File: config.mk
export PLATFORM = sky130hd
export DESIGN_NAME = mid_core
export DESIGN_NICKNAME = d
export VERILOG_FILES = /design/src/include/mid_pkg.sv /design/src/hdl/mid_core.sv
export SDC_FILE = /design/constraint.sdc
export NUM_CORES = 1
export LEC_CHECK = 0
export BUFFER_PORTS_ARGS = -buffer_cell sky130_fd_sc_hd__buf_4
export CORE_MARGIN = 3
export CORE_UTILIZATION = 50
export CTS_CLUSTER_DIAMETER = 60
export DETAILED_ROUTE_END_ITERATION = 7
export PLACE_DENSITY = 0.74
export SLEW_MARGIN = 30
export SYNTH_ARGS = -nofsm -noshare
export SYNTH_HDL_FRONTEND = slang
export SYNTH_SLANG_ARGS = --single-unit
File: constraint.sdc
create_clock -name clk_sys_i -period 3.8 [get_ports clk_sys_i]
set_input_delay 0.76 -clock clk_sys_i [delete_from_list [all_inputs] [get_ports clk_sys_i]]
set_output_delay 0.76 -clock clk_sys_i [all_outputs]
set_load 0.02 [all_outputs]
File: src/include/mid_pkg.sv
// Package holding instruction encodings, constants, reset values and carrier structs for the decoder
// What this block does
// - Byte ops store result to accumulator when destination bit is 0, else file.
// - Don't-care opcode bits are ignored; either value is accepted.
// - Byte sub-field 0111 adds accumulator and file, updates carry, half carry, zero.
// - Byte sub-field 0101 ANDs accumulator with file, updates zero only.
// - Add-literal sums accumulator with 8-bit immediate, updates carry, half carry, zero.
// - Literal sub-field 1001 ANDs accumulator with immediate, updates zero only.
// - Bit clear and bit set force one file bit, flags untouched.
// - Bit tests skip the next instruction on match, taking two cycles.
// - Call pushes return address, loads 11-bit target plus upper latch bits, two cycles.
// - Watchdog kick clears watchdog and prescaler, sets timeout and powerdown flags.
// - Clear-file writes zero to the file register and sets zero flag.
// - Clear-accumulator writes zero to accumulator and sets zero flag.
// - Byte sub-field 1001 inverts the file register, updates zero flag.
// - Byte sub-field 0011 decrements the file register, updates zero flag.
// - Decrement/increment-and-skip store result and skip on zero, flags untouched.
// - Program counter changes or true tests take two cycles, second is a no-op.
// - Writing the timer-zero count clears the prescaler when assigned to timer zero.
// - Read-modify-write on a port reads pin levels, not the output latch.
// - Standby takes one cycle and affects timeout and powerdown flags.
// - Every instruction is one 14-bit word of opcode and operands.
// - Standby clears watchdog and prescaler, sets timeout, clears powerdown, halts clock.
// - Return-from-interrupt pops the stack into the counter, sets global enable, two cycles.
// - One instruction cycle spans four oscillator periods.
package mid_pkg;
  localparam int unsigned INSN_W = 14;
  localparam int unsigned PC_W = 13;
  localparam int unsigned STACK_DEPTH = 8;
  localparam int unsigned QUARTERS = 4;
  localparam logic [6:0] TIMER_ZERO_ADDR = 7'h01;
  localparam logic [6:0] PCL_ADDR = 7'h02;
  localparam logic [6:0] PORT_ADDR = 7'h05;
  localparam logic [12:0] RESET_VECTOR = 13'h0000;
  localparam logic [7:0] WDT_CLEAR = 8'h00;
  localparam logic [3:0] OP_SUB = 4'h2;
  localparam logic [3:0] OP_DEC = 4'h3;
  localparam logic [3:0] OP_IOR = 4'h4;
  localparam logic [3:0] OP_AND = 4'h5;
  localparam logic [3:0] OP_XOR = 4'h6;
  localparam logic [3:0] OP_ADD = 4'h7;
  localparam logic [3:0] OP_MOV = 4'h8;
  localparam logic [3:0] OP_COM = 4'h9;
  localparam logic [3:0] OP_INC = 4'hA;
  localparam logic [3:0] OP_DECSZ = 4'hB;
  localparam logic [3:0] OP_RRF = 4'hC;
  localparam logic [3:0] OP_RLF = 4'hD;
  localparam logic [3:0] OP_SWAP = 4'hE;
  localparam logic [3:0] OP_INCSZ = 4'hF;
  localparam logic [3:0] OP_CLR = 4'h1;
  localparam logic [3:0] OP_MISC = 4'h0;
  localparam logic [7:0] MISC_RETURN = 8'h08;
  localparam logic [7:0] MISC_IRQ_RET = 8'h09;
  localparam logic [7:0] MISC_SLEEP = 8'h63;
  localparam logic [7:0] MISC_KICK = 8'h64;

  typedef enum logic [1:0] {MID_BIT_CLEAR, MID_BIT_SET, MID_BIT_TEST_CLEAR, MID_BIT_TEST_SET} mid_bitop_t;

  typedef struct packed {
    logic carry;
    logic half_carry;
    logic zero;
  } mid_alu_flags_t;

  typedef struct packed {
    logic we;
    logic [6:0] addr;
    logic [7:0] data;
  } mid_file_wr_t;
endpackage

File: src/hdl/mid_core.sv
// Decode and execute core for the 14-bit instruction set
`timescale 1ns/1ps
module mid_core (
  input wire logic clk_sys_i,
  input wire logic arst_n_i,
  input wire logic clk_en_i,
  input wire logic [13:0] insn_i,
  input wire logic [7:0] file_rd_i,
  input wire logic [7:0] port_pins_i,
  input wire logic [4:0] upper_pc_latch_reg_i,
  input wire logic psa_to_timer_i,
  output logic [12:0] pc_o,
  output logic [6:0] file_addr_o,
  output logic file_we_o,
  output logic [7:0] file_wr_o,
  output logic [7:0] accum_o,
  output logic carry_o,
  output logic half_carry_o,
  output logic zero_o,
  output logic timeout_flag_o,
  output logic powerdown_flag_o,
  output logic global_irq_enable_o,
  output logic wdt_clear_o,
  output logic prescaler_clear_o,
  output logic sleep_o,
  output logic q_phase_end_o
);
  // Quarter-phase counter: one instruction cycle is four oscillator periods
  logic [1:0] qph_q;
  wire cycle_end = clk_en_i && (qph_q == 2'(mid_pkg::QUARTERS - 1));
  always_ff @(posedge clk_sys_i or negedge arst_n_i) begin
    if (!arst_n_i) qph_q <= 2'h0;
    else if (clk_en_i) qph_q <= qph_q + 2'h1;
  end

  // Register file address from a flop; settles one clock into the cycle, well before use
  always_ff @(posedge clk_sys_i or negedge arst_n_i) begin
    if (!arst_n_i) file_addr_o <= 7'h00;
    else if (clk_en_i) file_addr_o <= insn_i[6:0];
  end

  // field split of the 14-bit word
  wire [1:0] cls = insn_i[13:12];
  wire [3:0] sub = insn_i[11:8];
  wire dbit = insn_i[7];
  wire [2:0] bsel = insn_i[9:7];
  wire [7:0] lit = insn_i[7:0];
  wire [6:0] faddr = insn_i[6:0];

  logic [7:0] w_q;
  logic c_q, hc_q, z_q, timeout_q, powerdown_q, irq_en_q, flush_q, hold_q, sleep_q;
  logic [12:0] pc_q;
  logic [12:0] stack_q [mid_pkg::STACK_DEPTH];
  logic [2:0] sp_q;

  // port reads use pin levels rather than the latch
  wire [7:0] fval = (faddr == mid_pkg::PORT_ADDR) ? port_pins_i : file_rd_i;

  // Class decode; the flush cycle turns any word into a no-op
  wire live = !flush_q && !sleep_q;
  wire is_byte = live && (cls == 2'b00);
  wire is_bit = live && (cls == 2'b01);
  wire is_ctl = live && (cls == 2'b10);
  wire is_lit = live && (cls == 2'b11);
  wire is_misc = is_byte && (sub == mid_pkg::OP_MISC) && !dbit;
  wire is_movwf = is_byte && (sub == mid_pkg::OP_MISC) && dbit;
  wire is_ret = is_misc && (lit == mid_pkg::MISC_RETURN);
  wire is_irq_ret = is_misc && (lit == mid_pkg::MISC_IRQ_RET);
  wire is_sleep = is_misc && (lit == mid_pkg::MISC_SLEEP);
  wire is_kick = is_misc && (lit == mid_pkg::MISC_KICK);
  wire is_call = is_ctl && !insn_i[11];
  wire is_goto = is_ctl && insn_i[11];
  wire is_retlw = is_lit && (insn_i[11:10] == 2'b01);

  // Byte-class arithmetic
  wire [8:0] add_f = {1'b0, w_q} + {1'b0, fval};
  wire [4:0] add_f_lo = {1'b0, w_q[3:0]} + {1'b0, fval[3:0]};
  wire [8:0] sub_f = {1'b0, fval} + {1'b0, ~w_q} + 9'h001;
  wire [4:0] sub_f_lo = {1'b0, fval[3:0]} + {1'b0, ~w_q[3:0]} + 5'h01;
  wire [7:0] dec_v = fval - 8'h01;
  wire [7:0] inc_v = fval + 8'h01;

  logic [7:0] bres;
  logic bc, bdc, bc_we, bdc_we, bz_we;
  // Byte operation result mux and flag effects
  always_comb begin
    bres = fval;
    bc = c_q;
    bdc = hc_q;
    bc_we = 1'b0;
    bdc_we = 1'b0;
    bz_we = 1'b1;
    case (sub)
      mid_pkg::OP_ADD: begin
        bres = add_f[7:0]; bc = add_f[8]; bdc = add_f_lo[4]; bc_we = 1'b1; bdc_we = 1'b1;
      end
      mid_pkg::OP_SUB: begin
        bres = sub_f[7:0]; bc = sub_f[8]; bdc = sub_f_lo[4]; bc_we = 1'b1; bdc_we = 1'b1;
      end
      mid_pkg::OP_AND: bres = w_q & fval;
      mid_pkg::OP_IOR: bres = w_q | fval;
      mid_pkg::OP_XOR: bres = w_q ^ fval;
      mid_pkg::OP_COM: bres = ~fval;
      mid_pkg::OP_DEC: bres = dec_v;
      mid_pkg::OP_INC: bres = inc_v;
      mid_pkg::OP_DECSZ: begin
        bres = dec_v; bz_we = 1'b0;
      end
      mid_pkg::OP_INCSZ: begin
        bres = inc_v; bz_we = 1'b0;
      end
      mid_pkg::OP_RRF: begin
        bres = {c_q, fval[7:1]}; bc = fval[0]; bc_we = 1'b1; bz_we = 1'b0;
      end
      mid_pkg::OP_RLF: begin
        bres = {fval[6:0], c_q}; bc = fval[7]; bc_we = 1'b1; bz_we = 1'b0;
      end
      mid_pkg::OP_SWAP: begin
        bres = {fval[3:0], fval[7:4]}; bz_we = 1'b0;
      end
      // clear-file / clear-accumulator both give zero
      mid_pkg::OP_CLR: bres = 8'h00;
      mid_pkg::OP_MOV: bres = fval;
      default: begin
        bres = w_q; bz_we = 1'b0;
      end
    endcase
  end

  // Literal-class arithmetic
  wire [8:0] add_l = {1'b0, w_q} + {1'b0, lit};
  wire [4:0] add_l_lo = {1'b0, w_q[3:0]} + {1'b0, lit[3:0]};
  wire [8:0] sub_l = {1'b0, lit} + {1'b0, ~w_q} + 9'h001;
  wire [4:0] sub_l_lo = {1'b0, lit[3:0]} + {1'b0, ~w_q[3:0]} + 5'h01;
  logic [7:0] lres;
  logic lc, ldc, lc_we, lz_we;
  // Literal operation mux
  always_comb begin
    lres = lit;
    lc = add_l[8];
    ldc = add_l_lo[4];
    lc_we = 1'b0;
    lz_we = 1'b1;
    case (insn_i[11:8])
      4'hE, 4'hF: begin
        lres = add_l[7:0]; lc_we = 1'b1;
      end
      4'hC, 4'hD: begin
        lres = sub_l[7:0]; lc = sub_l[8]; ldc = sub_l_lo[4]; lc_we = 1'b1;
      end
      4'h9: lres = w_q & lit;
      4'h8: lres = w_q | lit;
      4'hA: lres = w_q ^ lit;
      default: begin
        lres = lit; lz_we = 1'b0;
      end
    endcase
  end

  // bit clear and set act on one bit only
  logic [7:0] bitres;
  always_comb begin
    bitres = fval;
    bitres[bsel] = insn_i[10];
  end
  wire bit_wr = is_bit && !insn_i[11];
  // skip when tested bit matches the sense
  wire bit_skip = is_bit && insn_i[11] && (fval[bsel] == insn_i[10]);
  wire sz_skip = is_byte && ((sub == mid_pkg::OP_DECSZ) || (sub == mid_pkg::OP_INCSZ)) && (bres == 8'h00);

  // destination bit routes byte results; move-accumulator-to-file always writes file, clear with destination 0 never does
  wire byte_to_file = is_byte && !is_misc && (dbit || is_movwf) && !(sub == mid_pkg::OP_CLR && !dbit);
  wire byte_to_w = is_byte && !dbit && sub != mid_pkg::OP_MISC;
  wire [7:0] byte_wdata = is_movwf ? w_q : bres;
  wire f_we = byte_to_file || bit_wr;
  wire [7:0] f_data = is_bit ? bitres : byte_wdata;
  wire flags_byte = is_byte && !is_misc && !is_movwf;
  // taken branch or skip forces a no-op cycle
  wire pc_jump = is_call || is_goto || is_ret || is_irq_ret || is_retlw;
  wire pcl_wr = f_we && (faddr == mid_pkg::PCL_ADDR);
  // A load flushes the target word itself, so the counter must hold through the no-op
  wire pc_load = pc_jump || pcl_wr;
  wire flush_d = pc_load || bit_skip || sz_skip;
  wire [12:0] pc_inc = pc_q + 13'h0001;
  // target low bits from the word, upper from the page latch
  wire [12:0] jmp_tgt = {upper_pc_latch_reg_i[4:3], insn_i[10:0]};
  wire [12:0] tos = stack_q[3'(sp_q - 3'h1)];
  wire [12:0] pc_d = (is_call || is_goto) ? jmp_tgt
                   : (is_ret || is_irq_ret || is_retlw) ? tos
                   : pcl_wr ? {upper_pc_latch_reg_i, f_data}
                   : pc_inc;
  // prescaler cleared on timer-zero writes when assigned to it
  wire tmr_hit = f_we && (faddr == mid_pkg::TIMER_ZERO_ADDR) && psa_to_timer_i;

  // Architectural state, updated once per instruction cycle
  always_ff @(posedge clk_sys_i or negedge arst_n_i) begin
    if (!arst_n_i) begin
      pc_q <= mid_pkg::RESET_VECTOR;
      w_q <= 8'h00;
      {c_q, hc_q, z_q} <= 3'h0;
      timeout_q <= 1'b1;
      powerdown_q <= 1'b1;
      irq_en_q <= 1'b0;
      flush_q <= 1'b0;
      hold_q <= 1'b0;
      sleep_q <= 1'b0;
      sp_q <= 3'h0;
    end else if (cycle_end) begin
      // Hold after a load, else the flushed target word would be stepped over
      pc_q <= (sleep_q || hold_q) ? pc_q : pc_d;
      flush_q <= flush_d;
      hold_q <= pc_load;
      if (byte_to_w) w_q <= bres;
      if (is_lit) w_q <= lres;
      if (flags_byte && bc_we) c_q <= bc;
      if (flags_byte && bdc_we) hc_q <= bdc;
      if (flags_byte && bz_we) z_q <= (bres == 8'h00);
      if (is_lit && lc_we) {c_q, hc_q} <= {lc, ldc};
      if (is_lit && lz_we) z_q <= (lres == 8'h00);
      if (is_kick) {timeout_q, powerdown_q} <= 2'b11;
      // standby one cycle / timeout set, powerdown cleared, halt
      if (is_sleep) begin
        timeout_q <= 1'b1;
        powerdown_q <= 1'b0;
        sleep_q <= 1'b1;
      end
      // return from interrupt sets global enable
      if (is_irq_ret) irq_en_q <= 1'b1;
      if (is_call) sp_q <= sp_q + 3'h1;
      if (is_ret || is_irq_ret || is_retlw) sp_q <= sp_q - 3'h1;
    end
  end

  // Stack entries, one flop group per level; depth wraps as a circular buffer
  for (genvar i = 0; i < mid_pkg::STACK_DEPTH; i++) begin : g_stack
    always_ff @(posedge clk_sys_i or negedge arst_n_i) begin
      if (!arst_n_i) stack_q[i] <= 13'h0000;
      else if (cycle_end && is_call && sp_q == 3'(i)) stack_q[i] <= pc_inc;
    end
  end

  // Registered outputs; strobes are one clock wide at the cycle boundary
  always_ff @(posedge clk_sys_i or negedge arst_n_i) begin
    if (!arst_n_i) begin
      file_we_o <= 1'b0;
      file_wr_o <= 8'h00;
      wdt_clear_o <= 1'b0;
      prescaler_clear_o <= 1'b0;
      q_phase_end_o <= 1'b0;
    end else if (clk_en_i) begin
      file_we_o <= cycle_end && f_we;
      file_wr_o <= f_data;
      wdt_clear_o <= cycle_end && (is_kick || is_sleep);
      prescaler_clear_o <= cycle_end && (is_kick || is_sleep || tmr_hit);
      q_phase_end_o <= cycle_end;
    end
  end

  assign pc_o = pc_q;
  assign accum_o = w_q;
  assign carry_o = c_q;
  assign half_carry_o = hc_q;
  assign zero_o = z_q;
  assign timeout_flag_o = timeout_q;
  assign powerdown_flag_o = powerdown_q;
  assign global_irq_enable_o = irq_en_q;
  assign sleep_o = sleep_q;

  // Checks beside the logic
  a_skip_flush: assert property (@(posedge clk_sys_i) disable iff (!arst_n_i)
    cycle_end && bit_skip |=> flush_q) else $error("skip did not flush");
  a_call_two: assert property (@(posedge clk_sys_i) disable iff (!arst_n_i)
    cycle_end && is_call |=> flush_q && pc_q == $past(jmp_tgt)) else $error("call wrong");
  a_kick_flags: assert property (@(posedge clk_sys_i) disable iff (!arst_n_i)
    cycle_end && is_kick |=> timeout_q && powerdown_q && wdt_clear_o) else $error("kick flags");
  a_sleep_flags: assert property (@(posedge clk_sys_i) disable iff (!arst_n_i)
    cycle_end && is_sleep |=> timeout_q && !powerdown_q && sleep_q) else $error("sleep flags");
  a_clr_zero: assert property (@(posedge clk_sys_i) disable iff (!arst_n_i)
    cycle_end && is_byte && sub == mid_pkg::OP_CLR |=> z_q) else $error("clear zero");
  a_and_carry: assert property (@(posedge clk_sys_i) disable iff (!arst_n_i)
    cycle_end && is_lit && insn_i[11:8] == 4'h9 |=> $stable(c_q)) else $error("and carry");
  a_tmr_presc: assert property (@(posedge clk_sys_i) disable iff (!arst_n_i)
    cycle_end && tmr_hit |=> prescaler_clear_o) else $error("prescaler");
  a_irq_ret_enable: assert property (@(posedge clk_sys_i) disable iff (!arst_n_i)
    cycle_end && is_irq_ret |=> irq_en_q && flush_q) else $error("interrupt return");
  a_cycle_four: assert property (@(posedge clk_sys_i) disable iff (!arst_n_i)
    cycle_end |=> !cycle_end [*3]) else $error("cycle length");
  a_jump_hold: assert property (@(posedge clk_sys_i) disable iff (!arst_n_i)
    cycle_end && hold_q |=> $stable(pc_q)) else $error("target skipped");
  c_call: cover property (@(posedge clk_sys_i) cycle_end && is_call);
  c_skip: cover property (@(posedge clk_sys_i) cycle_end && sz_skip);
  c_sleep: cover property (@(posedge clk_sys_i) cycle_end && is_sleep);
endmodule

# Yosys cells after proc, flatten, opt, wreduce, memory -nomap -nowiden
# Index checks and enable logic that the tools add are counted.
dict set report word_totals {
  reg_bits 158
  latchBits 0
  ramBits 0
  romBits 0
  inputBits 39
  output_inout_bits 47
  elab_cells 235
  memories 0
}
dict set report op_classes {
  n_addsub 18
  mul 0
  div_mod_pow 0
  n_lt_le_gt_ge 3
  eq_ne 35
  shift 0
  mux 38
  bitwise_logic 11
  n_reduce_logical 103
}
# cell count
set op_table {}
lappend op_table {{8-bit case mux with 13 select lines} 1}
lappend op_table {{13-bit 2-to-1 mux} 5}
lappend op_table {{1-bit logical AND} 49}
lappend op_table {{8-bit 2-to-1 mux} 5}
lappend op_table {{8-bit case mux with 5 select lines} 1}
lappend op_table {{13-bit binary-select mux with 3-bit select} 1}
lappend op_table {{8-bit by 8-bit adder with 9-bit output} 4}
lappend op_table {{4-bit equality test (second input constant)} 8}
lappend op_table {{4-bit by 4-bit adder with 5-bit output} 4}
lappend op_table {{9-bit by 1-bit adder with 9-bit output (second input constant)} 2}
lappend op_table {{1-bit 2-to-1 mux} 18}
lappend op_table {{8-bit bitwise AND} 2}
lappend op_table {{4-bit by 3-bit equality test with 1-bit output (second input constant)} 4}
lappend op_table {{8-bit by 4-bit equality test with 1-bit output (second input constant)} 2}
lappend op_table {{8-bit by 7-bit equality test with 1-bit output (second input constant)} 2}
lappend op_table {{8-bit zero test} 2}
lappend op_table {{8-bit inverter} 2}
lappend op_table {{8-bit OR} 2}
lappend op_table {{8-bit bitwise XOR} 2}
lappend op_table {{1-bit logical OR} 15}
lappend op_table {{2-bit AND reduction} 7}
lappend op_table {{13-bit by 1-bit adder with 13-bit output (second input constant)} 1}
lappend op_table {{3-bit equality test (second input constant)} 4}
lappend op_table {{2-bit nonzero test} 6}
lappend op_table {{other kinds (40)} 59}

# Depth between registers and ports, before layout
dict set report logic_depth {
  depth_word 14
  ltp_mapped 17
  mapped_depth_nobuf 15
}

# Worst setup path after synthesis
# No wires, ideal clock.
dict set report synth_timing {
  kind {in2reg}
  startpoint {input port insn_i[5]}
  endpoint {register w_q[6] (netlist: accum_o[6])}
  setup_time_ns 0.077
  arrival_ns 3.889
  setup_slack_ns -0.166
  path_stages 15
  cell_sequence {or3_1 -> buf_2 -> o21ai_0 -> and2_1 -> inv_1 -> ha_1 -> clkbuf_1 -> nor2b_1 -> o21ai_0 -> a211oi_1 -> nor3_1 -> o32a_1 -> a31o_2 -> mux2_2 -> o21ai_1}
}
dict set report synth_between {
  elab_chain_cells 7
}
# element line
set synth_rtl {}
lappend synth_rtl {{start: declaration} mid_core.sv:7} ;# input wire logic [13:0] insn_i,
lappend synth_rtl {{7-bit by 3-bit equality test with 1-bit output} mid_core.sv:57} ;# wire [7:0] fval = (faddr == mid_pkg::PORT_ADDR) ? port_pins_i : file_rd_i;
lappend synth_rtl {{8-bit 2-to-1 mux} mid_core.sv:57}
lappend synth_rtl {{8-bit by 8-bit adder with 9-bit output} mid_core.sv:78} ;# wire [8:0] sub_f = {1'b0, fval} + {1'b0, ~w_q} + 9'h001;
lappend synth_rtl {{9-bit by 1-bit adder with 9-bit output} mid_core.sv:78}
lappend synth_rtl {{8-bit case mux with 13 select lines} mid_core.sv:93} ;# case (sub)
lappend synth_rtl {{8-bit 2-to-1 mux} mid_core.sv:213} ;# if (byte_to_w) w_q <= bres;
lappend synth_rtl {{8-bit 2-to-1 mux *} mid_core.sv:214} ;# if (is_lit) w_q <= lres;
lappend synth_rtl {{end signal: assignment} mid_core.sv:213}
lappend synth_rtl {{end signal: assignment} mid_core.sv:214}
lappend synth_rtl {{end: declaration} mid_core.sv:50} ;# logic [7:0] w_q;
# Every way passes the cells marked *; elsewhere a longest branch is shown, timed or not. The select of a mux whose other input is x is not followed.
# A chain may end at the register's enable or synchronous reset.

# Worst setup path after layout
dict set report layout_timing {
  startpoint {input port insn_i[6]}
  endpoint {register z_q (netlist: zero_o)}
}
dict set report layout_between {
  elab_chain_cells 8
}
# element line
set layout_rtl {}
lappend layout_rtl {{7-bit by 3-bit equality test with 1-bit output} mid_core.sv:57}
lappend layout_rtl {{8-bit 2-to-1 mux} mid_core.sv:57}
lappend layout_rtl {{8-bit by 8-bit adder with 9-bit output} mid_core.sv:78}
lappend layout_rtl {{9-bit by 1-bit adder with 9-bit output} mid_core.sv:78}
lappend layout_rtl {{8-bit case mux with 13 select lines} mid_core.sv:93}
lappend layout_rtl {{8-bit zero test} mid_core.sv:217} ;# if (flags_byte && bz_we) z_q <= (bres == 8'h00);
lappend layout_rtl {{1-bit 2-to-1 mux} mid_core.sv:217}
lappend layout_rtl {{1-bit 2-to-1 mux *} mid_core.sv:219} ;# if (is_lit && lz_we) z_q <= (lres == 8'h00);
lappend layout_rtl {{end signal: assignment} mid_core.sv:217}
lappend layout_rtl {{end signal: assignment} mid_core.sv:219}
lappend layout_rtl {{end: declaration} mid_core.sv:51} ;# logic c_q, hc_q, z_q, timeout_q, powerdown_q, irq_en_q, flush_q, hold_q, sleep_q;
# Marks and branches as above.

==> run metrics <==
M3 GR Usage between 4 and 5%; Post-Synthesis Cells about 1300; Post-synth EDFFs 0; register area share after synthesis 34.92%; core area approximately 22000 µm²; combinational family with the most area after synthesis compound AO/OA/AOI/OAI gates; commonest non-fill, non-tap cell in the layout buf_4; Reg-to-Reg End zero_o; GR Overflow Total 0; Achievable Freq 271.1 MHz; sequential share of power between 20% and 30%; post-route ant nets 0; Buffers on Ports 84; R2R cell count 12; Nets 1555; Area contributors post-synth dfrtp_1 35%, ha_1 7.1%, o21ai_0 6.0%; Row Count 54; Slew HR between 30% and 40%; fraction of synthesized area in multiplexers under 10%; combinational share of power 49.2%; crit start category input port; reg2reg start accum_o[1]; post-synth cell types 89; hpwl dp roughly 29000 µm; Pre-antenna DRT Iters 6; syn_nets 1383; Syn Area/Cell 8.827 µm²; final WL 39880 µm; FFs w/ async S/R, synth 100.0%; critical path type input port to register; CTS tree built; simple-gate share of the synthesized area around 18%; GP Congestion 1.020; Yosys top cell area share a little over a third; via count approximately 11000; Pwr Density ~600 nW/µm²; switching power about 3.5 mW; Peak VDD IR between 0.4 and 0.5 mV; outcome finished, final reports clean; Max FO, Critical Path 5; Root Driver clkbuf_16; Die X roughly 160 µm; largest net degree at the start of global routing 87; Clock Latency Late Sink 0.43 ns; DR WL/cell about 23 µm; met1 GRT Util a little over two fifths; first-pass GRT wire length between 60000 and 70000 µm; Final WS setup about 0.11 ns; CP endpoint kind register; Power Internal between 4 and 5 mW; GR Util All Layers 32.56%; Die ar. ~24000 µm²; R2R Setup Slk between 0.2 and 0.3 ns; Fin. Hold Viols 0; H-tree depth 4; WP data required 4.14 ns; final-report setup violation count 0; Final Max Tran Viols 0; Starting Density between 50 and 60%; yosys warns 0; vias in the first global route roughly 11000; Final Skew 0.01372 ns; Synth Register Bits 157; Vias/cell about 6.5; clk sinks around 160; Post-Place Worst Slack -0.3257 ns; GR Util met2 54.29%; # IOs 86; minimum clock period between 3 and 4 ns; worst slew pin tran slightly above 0.9 ns; share of layout cells above drive strength 1 between 20% and 30%; clock power share 21.9%; switching portion of total power 42.31%; clk buf depth 2; Post-Synth Adder-Cell Area approximately 8.0%; max-cap violations 0; clk slew on worst S/H paths approximately 0.07 ns; initial antenna violation count 0; # DRC 0; Most Crowded Layer GR met2; area leader, netlist dfrtp_1; Synth Area in XOR/XNOR ~1.9%; worst path arrival time a little over 4 ns; total negative setup slack 0 ns; crit share post-route about 97%; Hold WC Path Type input port to async pin; Antenna diodes 0; P_leak between 6 and 7 nW; Area growth, synth to finish 22.43%; die height 156.0 µm; RSZ-0062 raised after global routing true; 1st-iter DRT viols about 1100; Mapped Area 11250 µm²; area fraction in compound gates after synthesis 23.34%; top_reg_cell synth dfrtp_1; CTS Buf Count 17; most frequent cells in the layout 231 x buf_4, 155 x dfrtp_1, 136 x nand2_1, 131 x o21ai_0, 101 x nor2_1
==> power groups by stage <==
stage | clock, mW | combinational (mW) | sequential, mW
6_report | 1.80 | 4.05 | 2.38
5_1_grt | 1.88 | 4.38 | 2.41
4_1_cts | 1.81 | 3.99 | 2.36
3_5_place_dp | 0 | 3.94 | 2.38
3_3_place_gp | 0 | 3.89 | 2.37
2_1_floorplan | 0 | 2.33 | 2.44
==> final cells by class <==
class,instances,area [µm²]
Inverter,49,183.9
Sequential cell,157,3931
Fill cell,1828,8179
Clock buffer,18,429.2
Clock inverter,13,182.7
Multi-Input combinational cell,986,6877
Timing Repair Buffer,236,1826
Tap cell,280,350.3
==> how the worst max path moves through the flow <==
stage	cells past startpoint	from	slack [ns]	to
floorplan	14	insn_i[5]	0.04	pc_o[3]
global placement	15	insn_i[6]	-0.36	pc_o[1]
detailed placement	14	insn_i[6]	-0.33	file_wr_o[4]
CTS	15	insn_i[6]	0.09	pc_o[1]
global route	15	insn_i[6]	-0.01	zero_o
finish	15	insn_i[6]	0.11	zero_o
==> registers in the layout, indices dropped and copies added (netlist names), 2 cells and up <==
signal       flops
pc_o            13
file_wr_o        8
accum_o          8
file_addr_o      7
stack_q        104
qph_q            2
sp_q             3
==> repair_timing <==
| item | in CTS | in global routing |
|---|---|---|
| resized for setup | 0 | 14 |
| hold buffers | 0 | 0 |
| setup endpoints to repair | 0 | 17 |
| endpoints found under the hold margin | 0 | 0 |
| buffers inserted | 0 | 1 |
==> metrics by stage <==
stage / util [%] / total power [mW] / instances / cell area (µm²) / hold slack [ns]
floorplan: - / 4.772 / 1275 / 11270 / 0.4403
global placement: 59.68 / 6.259 / 1707 / 13100 / 0.4552
detailed placement: 59.68 / 6.323 / 1707 / 13100 / 0.4677
CTS: 62.46 / 8.158 / 1738 / 13720 / 0.4415
global route: 62.75 / 8.668 / 1739 / 13780 / 0.4690
finish: 62.75 / 8.236 / 1739 / 13780 / 0.4166
==> synth_stat cells (5+ instances only) <==
master / count
nand4_1: 5
o31ai_1: 9
o2111ai_1: 7
mux2_2: 22
a31oi_1: 18
xnor2_1: 16
nand2_1: 136
ha_1: 64
inv_1: 48
a2111oi_0: 5
and3_1: 18
nor4b_1: 6
mux2i_1: 17
o22ai_1: 9
buf_2: 12
nor2_1: 101
buf_1: 6
dfrtp_1: 156
a22oi_1: 6
xor2_1: 9
and2_1: 8
or2_2: 5
clkbuf_1: 61
o21a_1: 12
nor2b_1: 15
nor3_1: 31
o21ai_1: 6
fa_1: 5
o21ai_0: 134
mux4_2: 26
a21oi_1: 82
o21bai_1: 5
o211ai_1: 19
a211oi_1: 21
nand3_1: 39
a21o_1: 9
or3_1: 6
o221ai_1: 8
nand2b_1: 10
a221oi_1: 7
==> cells by family after synthesis <==
family / Yosys count
compound gates: 410
xor+xnor: 25
fa+ha+maj: 69
buf+inv: 132
flops: 157
mux: 67
other cells: 1
simple gates: 414
==> worst max-delay path: stages <==
cell,delay [ns]
buf_4,0.14
buf_12,0.13
nor3_4,0.23
nand2_2,0.20
mux2_4,0.38
ha_1,0.33
nor2b_1,0.19
o22a_1,0.21
a221o_1,0.36
a221oi_1,0.29
a31oi_1,0.24
buf_4,0.21
nor2_1,0.08
nand4_1,0.12
o21ai_1,0.16
==> routing by layer <==
layer / wire, µm / up-vias
li1: - / 5048
met1: 15580 / 5405
met2: 19100 / 643
met3: 3169 / 146
met4: 2029 / 0
met5: 0 / -
Note: power is estimated with default switching activity, not from simulation.
